File: src/shared/siu_pkg.sv
// constants and carrier types of the system integration unit
`default_nettype none
package siu_pkg;
	// ---------------------------------------------------------------
	// register indices (byte address is four times the index)
	// ---------------------------------------------------------------
	localparam logic [29:0] IDX_BREAK_STATUS  = 30'h0000FE00;
	localparam logic [29:0] IDX_BREAK_FLAG    = 30'h0000FE03;
	localparam logic [29:0] IDX_PENDING_LOW   = 30'h0000FE04;
	localparam logic [29:0] IDX_PENDING_MID   = 30'h0000FE05;
	localparam logic [29:0] IDX_PENDING_UPPER = 30'h0000FE06;
	localparam logic [29:0] IDX_PENDING_TOP   = 30'h0000FE07;
	localparam logic [29:0] IDX_CONFIG        = 30'h0000FE08;
	// ---------------------------------------------------------------
	// field positions
	// ---------------------------------------------------------------
	localparam int BIT_EXIT_WAIT      = 1;
	localparam int BIT_CLEAR_ENABLE   = 7;
	localparam int BIT_SHORT_RECOVERY = 0;
	localparam int BIT_WDOG_DISABLE   = 1;
	localparam int BIT_OSC_IN_STOP    = 2;
	// ---------------------------------------------------------------
	// reset values and counts
	// ---------------------------------------------------------------
	localparam logic [7:0]  RST_REG8       = 8'h00;
	localparam logic [2:0]  RST_CONFIG     = 3'h0;
	localparam logic [12:0] STOP_LONG_CYC  = 13'h1000;
	localparam logic [12:0] STOP_SHORT_CYC = 13'h0020;
	localparam int          NUM_SRC        = 24;
	// ---------------------------------------------------------------
	// types
	// ---------------------------------------------------------------
	typedef enum logic [3:0] {
		LP_RUN     = 4'h1,
		LP_WAIT    = 4'h2,
		LP_STOP    = 4'h4,
		LP_RECOVER = 4'h8
	} siu_lp_t;
	typedef struct packed {
		logic        psel;
		logic        penable;
		logic        pwrite;
		logic [31:0] paddr;
		logic [31:0] pwdata;
	} siu_apb_req_t;
endpackage
`default_nettype wire

File: src/rtl/siu_top.sv
// system integration unit: pending status, break control, low-power sequencing
`timescale 1ns/1ps
`default_nettype none
module siu_top (
	// clock and reset
	input  wire logic                 core_clk,
	input  wire logic                 rstn,
	// apb slave
	input  wire siu_pkg::siu_apb_req_t apb_req,
	output logic                      pready,
	output logic                      pslverr,
	output logic [31:0]               prdata,
	// interrupt sources and cpu
	input  wire logic [24:1]          irq_req,
	input  wire logic                 cpu_imask,
	output logic                      irq_take,
	output logic [4:0]                irq_source,
	// break
	input  wire logic                 break_irq,
	input  wire logic                 break_exit,
	output logic                      swi_vector,
	output logic                      break_state,
	output logic                      flag_clear_allow,
	// low power
	input  wire logic                 wait_exec,
	input  wire logic                 stop_exec,
	output logic                      imask_clear,
	output logic                      stack_start,
	output logic                      cpu_clk_en,
	output logic                      periph_clk_en,
	output logic                      bus_clk_en,
	output logic                      xtal_clk_en,
	output logic                      watchdog_run,
	output logic                      osc_keep_in_stop
);
	// ---------------------------------------------------------------
	// state
	// ---------------------------------------------------------------
	logic [24:1]      pend;
	logic             break_clear_enable;
	logic             break_exit_wait_indicator;
	logic [2:0]       cfg;
	siu_pkg::siu_lp_t lp;
	siu_pkg::siu_lp_t next_lp;
	logic [12:0]      rec_cnt;
	logic             rec_done;
	logic             break_q;
	logic             any_pend;
	logic             setup;
	logic             access;
	logic             hit;
	logic [29:0]      idx;
	logic [7:0]       rd_byte;

	assign idx    = apb_req.paddr[31:2];
	assign setup  = apb_req.psel & ~apb_req.penable;
	assign access = apb_req.psel & apb_req.penable;

	// ---------------------------------------------------------------
	// pending mirror
	// ---------------------------------------------------------------
	// one sample stage only, so a withdrawn request clears next cycle
	always_ff @(posedge core_clk or negedge rstn) begin
		if (!rstn) begin
			pend <= 24'h000000;
		end else begin
			pend <= irq_req;
		end
	end

	// ---------------------------------------------------------------
	// priority: source 1 highest, mask hides every source
	// ---------------------------------------------------------------
	always_comb begin
		irq_source = 5'h00;
		for (int i = siu_pkg::NUM_SRC; i >= 1; i--) begin
			if (pend[i]) begin
				irq_source = 5'(i);
			end
		end
	end
	assign any_pend = |pend;
	assign irq_take = any_pend & ~cpu_imask & (lp == siu_pkg::LP_RUN);

	// ---------------------------------------------------------------
	// apb decode and read path
	// ---------------------------------------------------------------
	always_comb begin
		hit     = 1'b1;
		rd_byte = 8'h00;
		case (idx)
			siu_pkg::IDX_PENDING_LOW: begin
				rd_byte = {pend[6:1], 2'h0};
			end
			siu_pkg::IDX_PENDING_MID: begin
				rd_byte = pend[14:7];
			end
			siu_pkg::IDX_PENDING_UPPER: begin
				rd_byte = pend[22:15];
			end
			siu_pkg::IDX_PENDING_TOP: begin
				rd_byte = {6'h00, pend[24:23]};
			end
			siu_pkg::IDX_BREAK_STATUS: begin
				rd_byte[siu_pkg::BIT_EXIT_WAIT] = break_exit_wait_indicator;
			end
			siu_pkg::IDX_BREAK_FLAG: begin
				rd_byte[siu_pkg::BIT_CLEAR_ENABLE] = break_clear_enable;
			end
			siu_pkg::IDX_CONFIG: begin
				rd_byte[2:0] = cfg;
			end
			default: begin
				hit = 1'b0;
			end
		endcase
	end

	// read data captured in setup, so access completes with no wait state
	always_ff @(posedge core_clk or negedge rstn) begin
		if (!rstn) begin
			prdata  <= 32'h00000000;
			pslverr <= 1'b0;
		end else if (setup) begin
			prdata  <= {24'h000000, rd_byte};
			pslverr <= ~hit;
		end
	end
	assign pready = access;

	// ---------------------------------------------------------------
	// software-written registers; pending registers take no write
	// ---------------------------------------------------------------
	logic wr;
	assign wr = access & apb_req.pwrite;

	always_ff @(posedge core_clk or negedge rstn) begin
		if (!rstn) begin
			break_clear_enable <= 1'b0;
			cfg                <= siu_pkg::RST_CONFIG;
		end else if (wr) begin
			if (idx == siu_pkg::IDX_BREAK_FLAG) begin
				break_clear_enable <= apb_req.pwdata[siu_pkg::BIT_CLEAR_ENABLE];
			end
			if (idx == siu_pkg::IDX_CONFIG) begin
				cfg <= apb_req.pwdata[2:0];
			end
		end
	end

	// ---------------------------------------------------------------
	// break control
	// ---------------------------------------------------------------
	always_ff @(posedge core_clk or negedge rstn) begin
		if (!rstn) begin
			break_q     <= 1'b0;
			break_state <= 1'b0;
			swi_vector  <= 1'b0;
		end else begin
			break_q    <= break_irq;
			swi_vector <= break_irq & ~break_q;
			if (break_irq) begin
				break_state <= 1'b1;
			end else if (break_exit) begin
				break_state <= 1'b0;
			end
		end
	end

	// peripherals gate both steps of a two-step clear with this level,
	// so a first step taken before break cannot complete inside it
	assign flag_clear_allow = ~break_state | break_clear_enable;

	// set wins over a software clear in the same cycle
	always_ff @(posedge core_clk or negedge rstn) begin
		if (!rstn) begin
			break_exit_wait_indicator <= 1'b0;
		end else if (lp == siu_pkg::LP_WAIT && break_irq) begin
			break_exit_wait_indicator <= 1'b1;
		end else if (wr && idx == siu_pkg::IDX_BREAK_STATUS &&
			!apb_req.pwdata[siu_pkg::BIT_EXIT_WAIT]) begin
			break_exit_wait_indicator <= 1'b0;
		end
	end

	// ---------------------------------------------------------------
	// low-power sequencer
	// ---------------------------------------------------------------
	// counts core clock edges standing in for crystal clock edges
	assign rec_done = cfg[siu_pkg::BIT_SHORT_RECOVERY] ?
		(rec_cnt == siu_pkg::STOP_SHORT_CYC - 13'h0001) :
		(rec_cnt == siu_pkg::STOP_LONG_CYC - 13'h0001);

	always_comb begin
		next_lp = lp;
		case (lp)
			siu_pkg::LP_RUN: begin
				if (stop_exec) begin
					next_lp = siu_pkg::LP_STOP;
				end else if (wait_exec) begin
					next_lp = siu_pkg::LP_WAIT;
				end
			end
			siu_pkg::LP_WAIT: begin
				if (any_pend || break_irq) begin
					next_lp = siu_pkg::LP_RUN;
				end
			end
			siu_pkg::LP_STOP: begin
				if (any_pend) begin
					next_lp = siu_pkg::LP_RECOVER;
				end
			end
			siu_pkg::LP_RECOVER: begin
				if (rec_done) begin
					next_lp = siu_pkg::LP_RUN;
				end
			end
			default: begin
				next_lp = siu_pkg::LP_RUN;
			end
		endcase
	end

	// reset is asynchronous and forces run from any mode
	always_ff @(posedge core_clk or negedge rstn) begin
		if (!rstn) begin
			lp <= siu_pkg::LP_RUN;
		end else begin
			lp <= next_lp;
		end
	end

	always_ff @(posedge core_clk or negedge rstn) begin
		if (!rstn) begin
			rec_cnt <= 13'h0000;
		end else if (lp == siu_pkg::LP_RECOVER) begin
			rec_cnt <= rec_cnt + 13'h0001;
		end else begin
			rec_cnt <= 13'h0000;
		end
	end

	always_ff @(posedge core_clk or negedge rstn) begin
		if (!rstn) begin
			imask_clear <= 1'b0;
			stack_start <= 1'b0;
		end else begin
			imask_clear <= (lp == siu_pkg::LP_RUN) & (wait_exec | stop_exec);
			stack_start <= (lp == siu_pkg::LP_WAIT && any_pend && !break_irq) ||
				(lp == siu_pkg::LP_RECOVER && rec_done);
		end
	end

	assign cpu_clk_en    = (lp == siu_pkg::LP_RUN);
	assign periph_clk_en = (lp == siu_pkg::LP_RUN) | (lp == siu_pkg::LP_WAIT);
	assign bus_clk_en    = (lp != siu_pkg::LP_STOP);
	assign xtal_clk_en   = (lp != siu_pkg::LP_STOP);
	// watchdog stays alive in wait; this enable also drops it in stop
	assign watchdog_run  = ~cfg[siu_pkg::BIT_WDOG_DISABLE] & (lp != siu_pkg::LP_STOP);
	// crystal users should leave short recovery clear unless this is set
	assign osc_keep_in_stop = cfg[siu_pkg::BIT_OSC_IN_STOP];
endmodule
`default_nettype wire

File: config.mk
export PLATFORM = sky130hd
export DESIGN_NAME = siu_top
export DESIGN_NICKNAME = d
export VERILOG_FILES = /design/src/shared/siu_pkg.sv /design/src/rtl/siu_top.sv
export SDC_FILE = /design/constraint.sdc
export NUM_CORES = 1
export LEC_CHECK = 0
export ABC_AREA = 1
export BUFFER_PORTS_ARGS = -buffer_cell sky130_fd_sc_hd__buf_2
export CAP_MARGIN = 20
export CORE_MARGIN = 2
export CORE_UTILIZATION = 50
export CTS_BUF_LIST = sky130_fd_sc_hd__clkbuf_16
export DETAILED_ROUTE_END_ITERATION = 10
export GPL_TIMING_DRIVEN = 0
export PLACE_DENSITY = 0.86
export SETUP_SLACK_MARGIN = 0.2
export SYNTH_ARGS = -nofsm -noshare
export SYNTH_HDL_FRONTEND = slang
export SYNTH_SLANG_ARGS = --single-unit
File: constraint.sdc
create_clock -name core_clk -period 4.2 [get_ports core_clk]
set_input_delay 0.21 -clock core_clk [delete_from_list [all_inputs] [get_ports core_clk]]
set_output_delay 0.21 -clock core_clk [all_outputs]
set_load 0.01 [all_outputs]
# Word level (Yosys, flattened, before mapping)
# Index checks and enable logic that the tools add are counted.
# W data, S select, Z words.
[classes]
addsub = 1
eq_ne = 18
muxes = 42
n_bitwise = 17
reduce_logical = 17
[op_table]
columns = ["op", "n"]
rows = [
  ["$eq A30 B16 Y1 const B", 7],
  ["$mux W5", 24],
  ["$reduce_or A24 Y1", 1],
  ["$mux W4", 5],
  ["$pmux W4 S4", 1],
  ["$add A13 B1 Y13 const B", 1],
  ["$eq A13 B12 Y1 const B", 1],
  ["$eq A13 B5 Y1 const B", 1],
  ["$mux W13", 1],
  ["$pmux W1 S4", 3],
  ["$pmux W4 S3", 1],
  ["$and A1 B1 Y1", 8],
  ["$reduce_or A7 Y1", 1],
  ["$logic_and A1 B1 Y1", 6],
  ["$mux W1", 6],
  ["$ne A2 B2 Y1 const B", 3],
  ["$not A1 Y1", 6],
  ["$pmux W1 S5", 1],
  ["$eq A4 B1 Y1 const B", 1],
  ["$eq A4 B2 Y1 const B", 1],
  ["$eq A4 B3 Y1 const B", 1],
  ["$eq A4 B4 Y1 const B", 1],
  ["$ne A4 B3 Y1 const B", 1],
  ["$reduce_and A2 Y1", 2],
  ["6 further kinds", 11],
]
[word_totals]
register_bits = 60
output_inout_bits = 51
word_cells = 108

# Longest topological paths before layout
[logic_depth]
depth_word = 24
mapped_depth = 23
mapped_depth_nobuf = 23

# Least setup slack after synthesis
# Ideal clock, no wire load.
[synth_path]
path_kind = "register to register"
from = "reg lp[0]"
to = "reg lp[0]"
setup_time_ns = 0.078
arrival_time_ns = 1.583
slack_ns = 2.539
stages_incl_launch_ff = 9
path_buffers = 0
cell_sequence = "dfstp_2 > inv_1 > nor3_2 > inv_1 > nor3_1 > a21oi_1 > nand2_1 > inv_1 > a31o_2"
[synth_via]
elab_chain_cells = 3
elab_cells_between_ends = 10
classes_between = "eq/ne (8); mux (1); reduce/logical (1)"
[synth_rtl]
columns = ["element", "line_no", "source"]
rows = [
  ["from (decl)", "siu_top.sv:43", "siu_pkg::siu_lp_t lp;"],
  ["from (signal assigned)", "siu_top.sv:228", "lp <= siu_pkg::LP_RUN;"],
  ["from (signal assigned)", "siu_top.sv:230", "lp <= next_lp;"],
  ["$eq A4 B1 Y1 (*)", "n/a", ""],
  ["net cpu_clk_en", "siu_top.sv:29", "output logic cpu_clk_en,"],
  ["$ne A3 B3 Y1 (no line)", "n/a", ""],
  ["$reduce_and A4 Y1 (no line)", "n/a", ""],
]
# The timed path passes the listed nets; every way through them passes the cells marked *.
# A chain may end at the register's enable or synchronous reset.

# Worst setup path in the final report
[layout_path]
from = "reg pend[22] (netlist bit)"
to = "out irq_source[0]"
[layout_via]
elab_chain_cells = 22
[layout_rtl]
columns = ["element", "line_no", "source"]
rows = [
  ["from (decl)", "siu_top.sv:39", "logic [24:1] pend;"],
  ["from (signal assigned)", "siu_top.sv:67", "pend <= irq_req;"],
  ["$mux W5 (22 in series)", "siu_top.sv:77", "if (pend[i]) begin"],
  ["to (decl)", "siu_top.sv:17", "output logic [4:0] irq_source,"],
]
# Every way passes these cells.

==> results.py <==
metrics = {
    "status": {
        "status": "finished clean",
    },
    "floorplan": {
        "core_um2": 5960,
        "num_rows": 28,
        "ios": 149,
        "initial_utilization": 0.521,
        "die_h_um": 82.8,
        "die_area_um2": 6860,
        "die_x_um": 82.8,
    },
    "worst_setup_path": {
        "crit_buf_inv": 2,
        "worst_path_most_repeated_cell": "nand2_1",
        "r2r-start": "pend[23]",
        "cp_slowest_stage_delay_ns": 0.39,
        "worstPathArrival_ns": 2.05,
        "slowest_stage": "dfrtp_1",
        "worstPathCellList": "inv_1 -> nand2_1 -> nand2_1 -> nand2_1 -> nand2_1 -> nand2_1 -> nand2_1 -> nand2_1 -> nand2_1 -> nand2_1 -> nand2_1 -> nand2_1 -> nand2_1 -> nand2_1 -> nand2_1 -> nand2_1 -> nand2_1 -> nand2_1 -> nand2_1 -> nand2_1 -> nand2_1 -> nand2_1 -> nand2_1 -> buf_2",
        "cp_data_required_time_ns": 3.99,
        "crit_family": "simple AND/OR/NAND/NOR gates",
        "startpoint_type": "register",
        "cp-startpoint": "pend[22]",
        "crit_path_end_kind": "primary output",
        "crit_fanout": 2,
        "path_class": "register to primary output",
    },
    "yosys": {
        "synth_edf_count": 0,
        "ys.warnings.count": 0,
        "synth_top_area_frac": 0.475,
        "ys_types": 36,
        "ys.flop_type": "dfrtp_1",
        "syn_area_um2": 3110,
        "synth_area_leader_cell": "dfrtp_1",
        "synthCells": 391,
        "ys_seq_area_frac": 0.484,
        "synth_area_leaders": "dfrtp_1 (48%), nand2_1 (9.9%), inv_1 (8.2%), buf_4 (6.0%), nor2_1 (5.8%)",
        "ys_async_sr_fraction": 1.00,
        "yosys_register_bits": 60,
        "avgSynthCellArea_um2": 7.94,
    },
    "clock_tree": {
        "cts_hold_buf": 25,
        "clkSinkCount": 60,
        "cts_setup_buffers": 0,
        "cts_buffers": 9,
        "clk_path_buf_depth": 2,
        "path_clk_slew_ns": 0.05,
        "clock-root-buffer": "clkbuf_16",
        "cts_resized": 0,
        "cts_tree": "built",
        "clkLatencyLatePin_ns": 0.32,
        "htree_levels": 3,
    },
    "sta": {
        "clock_skew_ns": 0.00574,
        "hold_viol_final": 0,
        "rsz0062_at_grt": "false",
        "fmax_mhz": 443,
        "finalCritPeriodShare": 0.538,
        "worstMarginPinSlew_ns": 0.635,
        "fin_crit_ns": 2.26,
        "setup_viol_count_final": 0,
        "relSlewSlack": 0.573,
        "setup-tns-final_ns": 0,
        "drv_slew": 0,
        "hold_ws_ns": 0.0516,
    },
    "layout": {
        "areaGrowthSynthToFinish_pct": 39.6,
        "final_nets": 644,
        "drive_gt1_frac": 0.271,
        "fillerInstances": 434,
        "num_antenna_cells": 0,
    },
    "detailed_routing": {
        "drt-total-wl_um": 8060,
        "avgViaCountPerCell": 5.02,
        "wl_per_cell_um": 12.9,
        "ant_nets": 0,
        "drt-initial-drc-count": 207,
        "post-route-drc-count": 0,
        "firstDrtPassIters": 4,
        "vias": 3138,
    },
    "grt": {
        "grtUsageTotal": 0.242,
        "grt_start_max_net_pins": 44,
        "grt_pass1_vias": 3083,
        "grt_pass1_wl_um": 13500,
        "grt_overflow": 0,
        "antenna_found_initial": 0,
    },
    "placed_design": {
        "gp_congestion": 0.911,
        "port_buffers": 94,
        "dp_hpwl_um": 5820,
    },
    "flow_run": {
        "maxCapViolCount": 0,
    },
    "power": {
        "powerDensity_nw_per_um2": 401,
        "power.leakage_uw": 0.00234,
        "ir_drop_mv": 0.275,
    },
    "min_path": {
        "hp-class": "primary input to register",
        "hold_start": "break_irq",
    },
}
## layout by cell type, fill, tap and decap left out, types with 4 or more instances in the layout
cell           count
buf_4             25
nand2_1           82
dfrtp_1           59
nor3_1            18
nor2_1            48
o221ai_1           4
dlygate4sd3_1     25
nand3_1           14
a21oi_1           11
inv_1             70
clkbuf_16          9
buf_2             94
conb_1            24
o21ai_0           18
nand4_1            7
nor4_1             5
## cell usage after synthesis (2+ instances only)
cell	n
mux2_4	2
inv_2	2
nand2_1	82
o21ai_0	18
a21oi_1	11
nand4_1	7
or2_4	2
nor3_1	18
o21ai_1	2
o31ai_1	2
nor4_1	5
o221ai_1	4
inv_1	68
dfrtp_1	59
o22ai_1	3
buf_4	25
nand2_2	2
nor2_1	48
nand3_1	14
## metal layers
metal | up-vias | part of all wire | track usage
met2 | 167 | 0.50 | 0.419
met1 | 1439 | 0.39 | 0.276
li1 | 1510 | - | -
met4 | 0 | 0.029 | 0.112
met3 | 22 | 0.079 | 0.0686
met5 | - | 0 | 0
## logic make-up after synthesis
kind of cell / after synthesis / synth area share
simple gates: 184 / 0.263
mux: 2 / 0.00967
other cells: 1 / 0.00121
buf+inv: 97 / 0.147
fa+ha+maj: 1 / 0.00403
flops: 60 / 0.484
compound gates: 46 / 0.0911
## worst reg2reg max path: stages (launching register included)
cell and delay [ns]:
dfrtp_1 0.41, nor2_1 0.16, nand3_1 0.14, nor3_1 0.29, nand3_1 0.14, inv_1 0.16
a21oi_1 0.09, nand2_1 0.14, inv_1 0.07, a31o_2 0.19
## power breakdown
part	switching, uW	leakage, uW	internal (uW)	total (uW)
logic	185	0.00143	139	323
registers	29.2	0.000755	627	656
clock network	250	0.000155	511	761
total	464	0.00234	1280	1740
## metrics by stage
step,instance area [um^2],worst slack (ns),utilization,total power (uW),cells
final,4340,1.94,0.728,1740,625
after global placement,3760,2.37,0.631,950,583
after CTS,4340,1.95,0.728,1740,625
after detailed placement,3780,2.32,0.634,965,584
after floorplan,3190,2.54,-,842,414
after global routing,4340,1.72,0.728,1830,625
## worst paths after layout
kind | to | slack [ns] | depth (start not counted)
min in group asynchronous | pend[9] | 0.40 | 2
hold reg to reg | swi_vector | 0.41 | 1
setup / recovery | irq_source[0] | 1.94 | 24
hold / removal | break_q | 0.05 | 1
max in group asynchronous | lp[0] | 3.17 | 3
setup reg to reg | lp[0] | 2.35 | 9
## state kept, by name, summed over array words and instances (netlist names), 3 cells and up
name     cells
rec_cnt     13
pend        24
cfg          3
prdata       8
lp           4
## area by class of cell
| cell class | count | area [um^2] | area share |
|---|---|---|---|
| Timing Repair Buffer | 120 | 741 | 0.171 |
| Inverter | 71 | 267 | 0.0615 |
| Clock buffer | 9 | 225 | 0.0519 |
| Multi-Input combinational cell | 257 | 1230 | 0.284 |
| Sequential cell | 60 | 1500 | 0.347 |
| Buffer | 26 | 191 | 0.0442 |
| Clock inverter | 7 | 83.8 | 0.0193 |
| Tap cell | 75 | 93.8 | 0.0216 |
Note: power is estimated with default switching activity, not from simulation.
